### config.mk
export PLATFORM = sky130hd
export DESIGN_NAME = tds_blowdown_sequencer
export DESIGN_NICKNAME = d
export VERILOG_FILES = /design/src/shared/tds_pkg.sv /design/src/tds_frontend.sv /design/src/tds_blowdown_sequencer.sv
export SDC_FILE = /design/constraint.sdc
export NUM_CORES = 2
export LEC_CHECK = 0
export BUFFER_PORTS_ARGS = -buffer_cell sky130_fd_sc_hd__buf_2
export CORE_MARGIN = 4
export CORE_UTILIZATION = 35
export DETAILED_ROUTE_END_ITERATION = 8
export GPL_ROUTABILITY_DRIVEN = 0
export SYNTH_ARGS = -nofsm -noshare
export SYNTH_HDL_FRONTEND = slang
export SYNTH_SLANG_ARGS = --single-unit
### constraint.sdc
create_clock -name pclk -period 61.9 [get_ports pclk]
set_input_delay 3.095 -clock pclk [delete_from_list [all_inputs] [get_ports pclk]]
set_output_delay 3.095 -clock pclk [all_outputs]
set_load 0.01 [all_outputs]
### src/shared/tds_pkg.sv
// Purpose: Shared constants, types and register map for the dissolved-solids sequencer.
// Assumes: APB with 32-bit data, pclk at 25 MHz.
// Notes: All offsets are byte addresses of aligned words.
package tds_pkg;
   // Clock and time base
   localparam int unsigned CLK_HZ = 25_000_000;
   localparam int unsigned CLK_NS = 40;
   localparam int unsigned PULSE_US = 300;
   localparam int unsigned CYCLE_MS = 3;
   localparam int unsigned PULSES_PER_S = 10;
   localparam int unsigned PULSE_CYC = (PULSE_US * 1000) / CLK_NS;
   localparam int unsigned MCYCLE_CYC = (CYCLE_MS * 1_000_000) / CLK_NS;
   localparam int unsigned SLOT_CYC = CLK_HZ / PULSES_PER_S;
   localparam int unsigned SEC_CYC = CLK_HZ;
   // Polarization sampling at the start of a cycle, probe current sampled at pulse end
   localparam int unsigned POL_CYC = 4;
   // Sequencer timing in seconds
   localparam int unsigned SETTLE_S = 5;
   localparam int unsigned MEASURE_S = 5;
   localparam int unsigned CAL_WAIT_S = 60;
   localparam logic [8:0] BDT_MIN = 9'd5;
   localparam logic [8:0] BDT_MAX = 9'd300;
   localparam logic [8:0] STI_MIN = 9'd60;
   localparam logic [8:0] STI_MAX = 9'd300;
   localparam logic [8:0] DST_MIN = 9'd3;
   localparam logic [8:0] DST_MAX = 9'd10;
   // Conversion: ppm = uS * mult / 1024; 0.7 -> 717, +/-7% -> 667..767
   localparam logic [9:0] MULT_NOM = 10'd717;
   localparam logic [9:0] MULT_MIN = 10'd667;
   localparam logic [9:0] MULT_MAX = 10'd767;
   // Temperature slope: 2% per degree, in 1/1024 units per degree
   localparam logic [7:0] TSLOPE = 8'd20;
   // Register offsets
   localparam logic [7:0] OFS_CTRL = 8'h00;
   localparam logic [7:0] OFS_TARGET = 8'h04;
   localparam logic [7:0] OFS_BDT = 8'h08;
   localparam logic [7:0] OFS_STI = 8'h0C;
   localparam logic [7:0] OFS_DST = 8'h10;
   localparam logic [7:0] OFS_MULT = 8'h14;
   localparam logic [7:0] OFS_STATUS = 8'h18;
   localparam logic [7:0] OFS_READING = 8'h1C;
   localparam logic [7:0] OFS_REFCOND = 8'h20;
   localparam logic [7:0] OFS_REFPPM = 8'h24;
   localparam logic [7:0] OFS_CALPPM = 8'h28;
   // Reset values
   localparam logic [15:0] TARGET_RST = 16'h08FC;
   localparam logic [8:0] BDT_RST = 9'd50;
   localparam logic [8:0] STI_RST = 9'd120;
   localparam logic [8:0] DST_RST = 9'd5;
   // CTRL bits
   localparam int unsigned CTRL_EN = 0;
   localparam int unsigned CTRL_CAL = 1;
   localparam int unsigned CTRL_RUN = 2;
   localparam int unsigned CTRL_AUTO = 3;

   typedef enum logic [2:0] {
      ST_IDLE = 3'b000,
      ST_BLOW = 3'b001,
      ST_SETTLE = 3'b011,
      ST_MEAS = 3'b010,
      ST_WAIT = 3'b110,
      ST_SAMPLE = 3'b111,
      ST_CALHOLD = 3'b101
   } seq_state_t;

   // One probe reading handed from front end to sequencer
   typedef struct packed {
      logic valid;
      logic [15:0] ppm;
      logic [15:0] cond;
   } sample_t;

   // Sensor and plant inputs
   typedef struct packed {
      logic [15:0] current_ua;
      logic signed [15:0] pol_ua;
      logic signed [11:0] temp_c;
   } probe_in_t;
endpackage

### src/tds_frontend.sv
// Purpose: Probe excitation, polarization-corrected conductivity and ppm conversion.
// Assumes: Probe ADC words are synchronous to pclk.
// Notes: Emits one sample per excitation pulse, ten per second.
`timescale 1ns/1ns
module tds_frontend
   import tds_pkg::*;
(
   // Clock and reset
   input wire logic pclk,
   input wire logic presetn,
   // Probe
   input wire probe_in_t probe,
   input wire logic probe_alive,
   output logic excite,
   // Calibration point and multiplier
   input wire logic signed [11:0] cal_temp,
   input wire logic [9:0] mult,
   // Result
   output sample_t sample
);
   logic [24:0] slot_cnt;
   logic signed [15:0] pol;
   logic [31:0] cond_raw;
   logic signed [31:0] dt;
   logic signed [47:0] cond_tc;
   logic [15:0] cond_c;
   logic [25:0] ppm_w;
   wire slot_start = (slot_cnt == 25'd0);
   wire pulse_on = (slot_cnt < 25'(PULSE_CYC));
   wire pol_take = (slot_cnt == 25'(POL_CYC - 1));
   wire meas_take = (slot_cnt == 25'(PULSE_CYC - 1));

   // Ten 300 us pulses per second, each at the start of a 100 ms slot
   always_ff @(posedge pclk or negedge presetn) begin
      if (!presetn) begin
         slot_cnt <= '0;
         excite <= 1'b0;
      end else begin
         slot_cnt <= (slot_cnt == 25'(SLOT_CYC - 1)) ? '0 : slot_cnt + 25'd1;
         excite <= pulse_on;
      end
   end

   // Polarization sampled at cycle start, before excitation builds up
   always_ff @(posedge pclk or negedge presetn) begin
      if (!presetn) begin
         pol <= '0;
      end else if (pol_take) begin
         pol <= probe.pol_ua;
      end
   end

   // uS = mA / 0.5 V = 2 * mA; current in uA so uS*1000 scale kept as 2*uA/1000
   always_comb begin
      cond_raw = 32'(signed'(17'({1'b0, probe.current_ua})) - 17'(pol));
      if (cond_raw[31]) begin
         cond_raw = '0;
      end
      cond_raw = (cond_raw << 1) / 32'd1000;
      dt = 32'(probe.temp_c) - 32'(cal_temp);
      // 2% per degree, added for a rise, subtracted for a fall
      cond_tc = 48'(signed'({1'b0, cond_raw})) * (48'sd1024 + 48'(dt) * 48'(TSLOPE));
      cond_tc = cond_tc >>> 10;
      cond_c = (cond_tc < 0) ? 16'h0000 : (cond_tc > 48'sd65535) ? 16'hFFFF : 16'(cond_tc);
      ppm_w = (26'(cond_c) * 26'(mult)) >> 10;
   end

   // Result register, one per pulse
   always_ff @(posedge pclk or negedge presetn) begin
      if (!presetn) begin
         sample <= '0;
      end else begin
         sample.valid <= meas_take && probe_alive;
         if (meas_take) begin
            sample.cond <= cond_c;
            sample.ppm <= (ppm_w > 26'd65535) ? 16'hFFFF : 16'(ppm_w);
         end
      end
   end
   wire unused_start = slot_start;
endmodule // tds_frontend

### src/tds_blowdown_sequencer.sv
// Purpose: Dissolved-solids averaging and top blowdown sequencing with APB registers.
// Assumes: pclk at 25 MHz; plant status pins are asynchronous.
// Notes: Zero-wait APB slave; unmapped reads give zero and pslverr.
// Function
// - Excite probe with ten 300 us pulses each second.
// - Measurement cycle lasts 3 ms; ten cycles per second. The code's cycle is the whole 100 ms pulse slot.
// - Sample polarization at each cycle start and correct that cycle.
// - Conductivity in uS is probe milliamps divided by 0.5 V.
// - Correct conductivity by 2 percent per degree from calibration.
// - Ppm is conductivity times 0.7, adjustable by 7 percent.
// - Each second average ten samples by summing and dividing by ten.
// - Reported reading is mean of last ten one-second averages.
// - Above target, open blowdown valve for 5 to 300 seconds.
// - After blowdown wait a fixed 5 second settlement.
// - After settlement run a 5 second measurement phase.
// - Still above target after measurement, blow down again.
// - Below target, sample every 60 to 300 seconds.
// - Each periodic sample lasts 3 to 10 seconds.
// - Periodic sample above target restarts blowdown.
// - Calibrate key runs one sequence and stores reference conductivity.
// - User calibration relates entered ppm to stored reference; run completes.
// - Automatic calibration: one minute wait, then run computes reference ppm.
// - Suspend blowdown when burner off, pressure low or probe silent; a calibration sequence is not suspended.
//
// Local design decisions: the register offsets and register access over APB.
`timescale 1ns/1ns
module tds_blowdown_sequencer
   import tds_pkg::*;
#(
   parameter int unsigned SEC_CYCLES = SEC_CYC
)
(
   // Clock and reset
   input wire logic pclk,
   input wire logic presetn,
   // APB slave
   input wire logic psel,
   input wire logic penable,
   input wire logic pwrite,
   input wire logic [7:0] paddr,
   input wire logic [31:0] pwdata,
   output logic [31:0] prdata,
   output logic pready,
   output logic pslverr,
   // Probe and plant
   input wire probe_in_t probe,
   input wire logic probe_alive,
   input wire logic burner_firing,
   input wire logic pressure_ok,
   output logic excite,
   output logic valve_open
);
   // Registers
   logic [3:0] ctrl;
   logic [15:0] target;
   logic [8:0] bdt;
   logic [8:0] sti;
   logic [8:0] dst;
   logic [9:0] mult;
   logic [15:0] ref_cond;
   logic signed [11:0] ref_temp;
   logic [15:0] ref_ppm;
   logic [15:0] cal_ppm;
   logic cal_done;
   logic [15:0] reading;
   // Sequencer
   seq_state_t state;
   seq_state_t next_state;
   logic [8:0] sec_left;
   logic [24:0] tick_cnt;
   logic sec_tick;
   logic [1:0] cal_phase;
   // Averaging
   logic [19:0] sec_sum;
   logic [3:0] sec_n;
   logic [15:0] hist [10];
   logic [3:0] hist_ptr;
   logic [19:0] hist_sum;
   logic hist_full;
   // Synchronised plant pins
   logic [2:0] burn_s;
   logic [2:0] press_s;
   logic burn_ok;
   logic press_ok;
   sample_t smp;

   // Probe front end
   tds_frontend u_front (
      .pclk(pclk),
      .presetn(presetn),
      .probe(probe),
      .probe_alive(probe_alive),
      .excite(excite),
      .cal_temp(ref_temp),
      .mult(mult),
      .sample(smp)
   );

   // APB decode
   wire acc = psel && penable;
   wire wr = acc && pwrite;
   wire hit = (paddr <= OFS_CALPPM) && (paddr[1:0] == 2'b00);
   wire cal_key = wr && (paddr == OFS_CTRL) && pwdata[CTRL_CAL];
   wire run_key = wr && (paddr == OFS_CTRL) && pwdata[CTRL_RUN];
   wire [8:0] w9 = pwdata[8:0];
   assign pready = 1'b1;
   assign pslverr = acc && !hit;

   // Range limits on configuration writes
   wire [8:0] bdt_w = (w9 < BDT_MIN) ? BDT_MIN : (w9 > BDT_MAX) ? BDT_MAX : w9;
   wire [8:0] sti_w = (w9 < STI_MIN) ? STI_MIN : (w9 > STI_MAX) ? STI_MAX : w9;
   wire [8:0] dst_w = (w9 < DST_MIN) ? DST_MIN : (w9 > DST_MAX) ? DST_MAX : w9;
   wire [9:0] w10 = pwdata[9:0];
   wire [9:0] mult_w = (w10 < MULT_MIN) ? MULT_MIN : (w10 > MULT_MAX) ? MULT_MAX : w10;

   // Configuration registers
   always_ff @(posedge pclk or negedge presetn) begin
      if (!presetn) begin
         ctrl <= '0;
         target <= TARGET_RST;
         bdt <= BDT_RST;
         sti <= STI_RST;
         dst <= DST_RST;
         mult <= MULT_NOM;
         cal_ppm <= '0;
      end else if (wr) begin
         case (paddr)
            OFS_CTRL: ctrl <= {pwdata[CTRL_AUTO], 2'b00, pwdata[CTRL_EN]};
            OFS_TARGET: target <= pwdata[15:0];
            OFS_BDT: bdt <= bdt_w;
            OFS_STI: sti <= sti_w;
            OFS_DST: dst <= dst_w;
            OFS_MULT: mult <= mult_w;
            OFS_CALPPM: cal_ppm <= pwdata[15:0];
            default: ;
         endcase
      end
   end

   // Read mux
   always_comb begin
      prdata = '0;
      if (acc && !pwrite) begin
         case (paddr)
            OFS_CTRL: prdata = 32'(ctrl);
            OFS_TARGET: prdata = 32'(target);
            OFS_BDT: prdata = 32'(bdt);
            OFS_STI: prdata = 32'(sti);
            OFS_DST: prdata = 32'(dst);
            OFS_MULT: prdata = 32'(mult);
            OFS_STATUS: prdata = {18'h0_0000, sec_left, cal_done, valve_open, 3'(state)};
            OFS_READING: prdata = 32'(reading);
            OFS_REFCOND: prdata = 32'(ref_cond);
            OFS_REFPPM: prdata = 32'(ref_ppm);
            OFS_CALPPM: prdata = 32'(cal_ppm);
            default: prdata = '0;
         endcase
      end
   end

   // Plant pins: three stages, change once second and third agree
   always_ff @(posedge pclk or negedge presetn) begin
      if (!presetn) begin
         burn_s <= '0;
         press_s <= '0;
         burn_ok <= 1'b0;
         press_ok <= 1'b0;
      end else begin
         burn_s <= {burn_s[1:0], burner_firing};
         press_s <= {press_s[1:0], pressure_ok};
         if (burn_s[1] == burn_s[2]) begin
            burn_ok <= burn_s[2];
         end
         if (press_s[1] == press_s[2]) begin
            press_ok <= press_s[2];
         end
      end
   end
   wire permit = burn_ok && press_ok && probe_alive && ctrl[CTRL_EN];

   // Seconds tick enable
   always_ff @(posedge pclk or negedge presetn) begin
      if (!presetn) begin
         tick_cnt <= '0;
         sec_tick <= 1'b0;
      end else begin
         sec_tick <= (tick_cnt == 25'(SEC_CYCLES - 1));
         tick_cnt <= (tick_cnt == 25'(SEC_CYCLES - 1)) ? '0 : tick_cnt + 25'd1;
      end
   end

   // One-second average of ten samples
   wire [19:0] sum_next = sec_sum + 20'(smp.ppm);
   wire sec_done = smp.valid && (sec_n == 4'd9);
   wire [15:0] sec_avg = 16'(sum_next / 20'd10);
   always_ff @(posedge pclk or negedge presetn) begin
      if (!presetn) begin
         sec_sum <= '0;
         sec_n <= '0;
      end else if (smp.valid) begin
         sec_sum <= sec_done ? '0 : sum_next;
         sec_n <= sec_done ? '0 : sec_n + 4'd1;
      end
   end

   // Rolling history of ten one-second averages
   always_ff @(posedge pclk) begin
      if (sec_done) begin
         hist[hist_ptr] <= sec_avg;
      end
   end
   always_ff @(posedge pclk or negedge presetn) begin
      if (!presetn) begin
         hist_ptr <= '0;
         hist_sum <= '0;
         hist_full <= 1'b0;
         reading <= '0;
      end else if (sec_done) begin
         hist_ptr <= (hist_ptr == 4'd9) ? '0 : hist_ptr + 4'd1;
         hist_full <= hist_full || (hist_ptr == 4'd9);
         hist_sum <= hist_sum + 20'(sec_avg) - (hist_full ? 20'(hist[hist_ptr]) : 20'd0);
         reading <= 16'((hist_sum + 20'(sec_avg)
            - (hist_full ? 20'(hist[hist_ptr]) : 20'd0)) / 20'd10);
      end
   end

   wire above = reading > target;
   wire cal_req = (cal_phase != 2'd0);

   // Sequencer next state
   always_comb begin
      next_state = state;
      case (state)
         ST_IDLE: if (permit || cal_req) next_state = above || cal_req ? ST_BLOW : ST_WAIT;
         ST_BLOW: if (sec_tick && sec_left <= 9'd1) next_state = ST_SETTLE;
         ST_SETTLE: if (sec_tick && sec_left <= 9'd1) next_state = ST_MEAS;
         ST_MEAS: if (sec_tick && sec_left <= 9'd1) begin
            if (cal_req) next_state = ST_CALHOLD;
            else next_state = above ? ST_BLOW : ST_WAIT;
         end
         ST_WAIT: if (sec_tick && sec_left <= 9'd1) next_state = ST_SAMPLE;
         ST_SAMPLE: if (sec_tick && sec_left <= 9'd1) begin
            next_state = above ? ST_BLOW : ST_WAIT;
         end
         ST_CALHOLD: if (!cal_req) next_state = ST_IDLE;
         default: next_state = ST_IDLE;
      endcase
      if (!permit && !cal_req && state != ST_IDLE) next_state = ST_IDLE;
   end

   // State register and per-phase seconds counter
   always_ff @(posedge pclk or negedge presetn) begin
      if (!presetn) begin
         state <= ST_IDLE;
         sec_left <= '0;
      end else begin
         state <= next_state;
         if (next_state != state) begin
            case (next_state)
               ST_BLOW: sec_left <= bdt;
               ST_SETTLE: sec_left <= 9'(SETTLE_S);
               ST_MEAS: sec_left <= 9'(MEASURE_S);
               ST_WAIT: sec_left <= sti;
               ST_SAMPLE: sec_left <= dst;
               ST_CALHOLD: sec_left <= 9'(CAL_WAIT_S);
               default: sec_left <= '0;
            endcase
         end else if (sec_tick && sec_left != 9'd0) begin
            sec_left <= sec_left - 9'd1;
         end
      end
   end

   // Valve and sampling solenoid open in blowdown and sample phases
   always_ff @(posedge pclk or negedge presetn) begin
      if (!presetn) begin
         valve_open <= 1'b0;
      end else begin
         valve_open <= (next_state == ST_BLOW) || (next_state == ST_SAMPLE);
      end
   end

   // Calibration: 1 running sequence, 2 reference held
   wire auto_ready = (sec_left == 9'd0);
   wire cal_finish = run_key && (cal_phase == 2'd2) && (!ctrl[CTRL_AUTO] || auto_ready);
   wire [25:0] ref_ppm_calc = (26'(ref_cond) * 26'(mult)) >> 10;
   always_ff @(posedge pclk or negedge presetn) begin
      if (!presetn) begin
         cal_phase <= '0;
         ref_cond <= '0;
         ref_temp <= '0;
         ref_ppm <= '0;
         cal_done <= 1'b0;
      end else begin
         if (cal_key && cal_phase == 2'd0) begin
            cal_phase <= 2'd1;
            cal_done <= 1'b0;
         end else if (state == ST_MEAS && next_state == ST_CALHOLD) begin
            cal_phase <= 2'd2;
            ref_cond <= smp.cond;
            ref_temp <= probe.temp_c;
         end else if (cal_finish) begin
            cal_phase <= 2'd0;
            cal_done <= 1'b1;
            ref_ppm <= ctrl[CTRL_AUTO] ? 16'(ref_ppm_calc) : cal_ppm;
         end
      end
   end

   // Checks
   property p_blow_settle;
      @(posedge pclk) disable iff (!presetn)
      (state == ST_BLOW && next_state == ST_SETTLE) |=> sec_left == 9'(SETTLE_S);
   endproperty
   a_blow_settle: assert property (p_blow_settle) else $error("settle load");
   property p_meas_load;
      @(posedge pclk) disable iff (!presetn)
      (state == ST_SETTLE && next_state == ST_MEAS) |=> sec_left == 9'(MEASURE_S);
   endproperty
   a_meas_load: assert property (p_meas_load) else $error("measure load");
   property p_bdt_range;
      @(posedge pclk) disable iff (!presetn) bdt >= BDT_MIN && bdt <= BDT_MAX;
   endproperty
   a_bdt_range: assert property (p_bdt_range) else $error("bdt range");
   property p_valve;
      @(posedge pclk) disable iff (!presetn)
      valve_open |-> (state == ST_BLOW || state == ST_SAMPLE);
   endproperty
   a_valve: assert property (p_valve) else $error("valve state");
   property p_suspend;
      @(posedge pclk) disable iff (!presetn)
      (!permit && !cal_req && state != ST_IDLE) |=> state == ST_IDLE;
   endproperty
   a_suspend: assert property (p_suspend) else $error("no suspend");
   property p_remeasure;
      @(posedge pclk) disable iff (!presetn)
      (state == ST_MEAS && next_state == ST_BLOW) |=> sec_left == bdt;
   endproperty
   a_remeasure: assert property (p_remeasure) else $error("reblow");
   property p_interval;
      @(posedge pclk) disable iff (!presetn)
      (state != ST_WAIT && next_state == ST_WAIT) |=> sec_left == sti;
   endproperty
   a_interval: assert property (p_interval) else $error("interval");
   property p_sample_len;
      @(posedge pclk) disable iff (!presetn)
      (state == ST_WAIT && next_state == ST_SAMPLE) |=> sec_left == dst;
   endproperty
   a_sample_len: assert property (p_sample_len) else $error("sample len");
   c_blow: cover property (@(posedge pclk) state == ST_BLOW);
   c_sample: cover property (@(posedge pclk) state == ST_SAMPLE);
   c_cal: cover property (@(posedge pclk) cal_finish);
endmodule // tds_blowdown_sequencer

==> metrics.txt <==
status=finished clean; die area=165200 sq um; postcts setup bufs=0; # diodes=0; worst setup path class=primary input to flop; clock slew at reported path FFs=0.06 ns; iteration count of the initial detailed-routing pass=6; Syn Area/Cell=8.791 sq um; multi-input combinational cell area=38770 sq um; Final Setup Violations=0; cells on worst reg2reg path=89; placement row count=145; vias post-DR=44950; cells after synthesis=6322; register cell area after layout=12470 sq um; worst skew pair latency=0.67 ns; Buffers on Ports=94; FMAX=39.09 MHz; Placement Cell Area=57990 sq um; Synth Register Bits=465; DRT Wirelength=147000 microns; antenna violations before repair=1; First DRT Iteration DRCs=3402; post-route cell area=59990 sq um; post-detail-place hpwl=111700 microns; CTS Buffer Depth=3; TritonCTS clock tree=built; final hold slack=0.3534 ns; max cap viols=0; CP max stage delay=0.87 ns; Post-synth EDFFs=160; CP endpoint=u_front.sample[31]; Worst Clk Skew=0.02408 ns; worst slew pin tran=1.253 ns; Routed WL per cell=17.62 microns; R2R Path End=u_front.sample[31]; layout cells sized above 1=8.052%; first-pass GRT wire length=240400 microns; Tmin final=25.58 ns; Final Net Count=7282; Root Buffer=clkbuf_16; Tcrit/Tclk final=41.33%; CP Max Fanout=52; RSZ-0062 raised after global routing=no; sequential share of the synthesized area=22.43%; Setup crit start kind=primary input; min-delay worst type=flop to flop; Worst setup EP type=flop; P&R area growth vs syn=7.942%; filler cell count=15840; Critical Path Start=probe[39]; CTS resizes=0; Avg Vias per Cell=5.388; DRC viols=0; Die Y=406.5 microns; Final Hold Viols=0; Final Slew Violations=0; initial core utilization=35.42%; most frequent cells in the layout=nand2_1 (858), inv_1 (830), fa_1 (509); worst r2r src=u_front.pol[11]; Overflow after GRT=0; Crit path top cell by count=ha_1; Slowest cell on crit path=or2_1; Horiz. Die Dim=406.5 microns; WP data arrival=26.10 ns; Finished Core Util=38.23%; Ys Warns=0; Core ar.=156900 sq um; Slew HR=16.21%; Setup Total Neg Slack=0 ns; mapped cell area=55580 sq um; commonest non-fill, non-tap cell in the layout=nand2_1; Detail Route Antenna Nets=0; CTS Buf Count=57; vias in the first global route=44820; fraction of registers with async set/reset=65.59%; Required @ worst endpoint=62.42 ns; Clock H-tree levels=2; post-synth cell types=127; pin count of the biggest net entering global routing=154; CTS sink count=465; CTS Hold Buffers Added=0; worst reg-to-reg setup slack=38.49 ns; GRT Total Usage=17.70%; prevailing post-synth register cell=dfrtp_1; I/O pins=128
worst max-delay path: cells and delay by family:
kind / cells / cell delay (ns)
adders and majority gates: 14 / 5.58
buffers and inverters: 13 / 2.20
muxes: 3 / 1.20
AOI/OAI and AO/OA: 31 / 6.73
xor gates and xnor gates: 1 / 0.13
and+or+nand+nor: 27 / 7.05
synthesized netlist by cell type, types with 21 or more instances:
cell / number / share of area (%)
xor2_1: 76 / 1.2
a221oi_1: 21 / 0.33
clkbuf_1: 247 / 1.7
o21ai_0: 248 / 2.2
nor4_1: 34 / 0.38
o21a_1: 25 / 0.34
dfrtp_1: 283 / 13
edfxtp_1: 160 / 8.6
o31ai_1: 45 / 0.61
and3_1: 53 / 0.60
nand2_1: 858 / 5.8
nor3_1: 114 / 1.0
buf_1: 32 / 0.22
xnor2_1: 165 / 2.6
mux2i_1: 67 / 1.2
dfstp_2: 22 / 1.0
nand2b_1: 41 / 0.46
o21bai_1: 40 / 0.54
a31oi_1: 54 / 0.61
mux4_2: 32 / 1.3
nand3_1: 127 / 1.1
o211ai_1: 60 / 0.81
a211oi_1: 37 / 0.50
or3_1: 27 / 0.30
ha_1: 444 / 10
mux2_2: 79 / 1.6
fa_1: 509 / 18
and2_1: 161 / 1.8
inv_1: 830 / 5.6
nor2b_1: 99 / 1.1
a22oi_1: 32 / 0.43
nor2_1: 383 / 2.6
buf_2: 24 / 0.22
a21o_1: 74 / 1.0
o22ai_1: 32 / 0.36
o21ai_1: 27 / 0.24
nand4_1: 55 / 0.62
a21oi_1: 255 / 2.3
per-stage QoR:
stage                     setup slack, ns  std cells
after CTS                           36.28       8342
after detailed placement            35.70       8236
after global routing                34.79       8342
after floorplan                     39.64       6337
final                               36.32       8342
after global placement              35.65       8236
flip-flops by register name (all words and copies together) (netlist names), 16 cells and up:
name	flops
hist	160
u_front.sample	33
tick_cnt	25
u_front.slot_cnt	25
hist_sum	20
sec_sum	20
cal_ppm	16
reading	16
ref_cond	16
ref_ppm	16
target	16
u_front.pol	16
area by class of cell:
| cell class | instances | share of cell area (%) |
|---|---|---|
| sequential | 465 | 20.78 |
| inverter | 833 | 5.212 |
| tap | 2058 | 4.292 |
| clock inverter | 31 | 0.7466 |
| multi-input combinational | 4712 | 64.63 |
| clock buffer | 75 | 2.590 |
| timing repair buffer | 168 | 1.748 |
worst min path at each step:
stage	start	endpoint	slack [ns]	depth (start not counted)
floorplan	burn_s[0]	burn_s[1]	0.33	0
global placement	burn_s[0]	burn_s[1]	0.33	0
detailed placement	burn_s[0]	burn_s[1]	0.34	0
CTS	burn_s[0]	burn_s[1]	0.35	0
global route	press_s[0]	press_s[1]	0.38	0
finish	burn_s[0]	burn_s[1]	0.35	0
routing by layer:
layer / vias up / GRT usage (%) / share of wire, %
met3: 215 / 2.277 / 5.7
met1: 22240 / 24.19 / 45
li1: 21280 / - / -
met4: 0 / 4.701 / 2.6
met5: - / 0 / 0
met2: 1212 / 29.60 / 47
kinds of logic after synthesis:
kind of cell	Yosys count	synth area share (%)
AND/OR/NAND/NOR	2076	17.68
AO/OA/AOI/OAI	1230	15.12
buffers and inverters	1160	8.077
adder cells (fa/ha/maj)	958	28.42
flip-flops	465	22.43
XOR/XNOR	245	3.949
multiplexers	186	4.316
other	2	0.01351
Power is left out: the tool's default activity adds up to more than one toggle a clock period on the data nets, which glitch-free logic cannot reach.
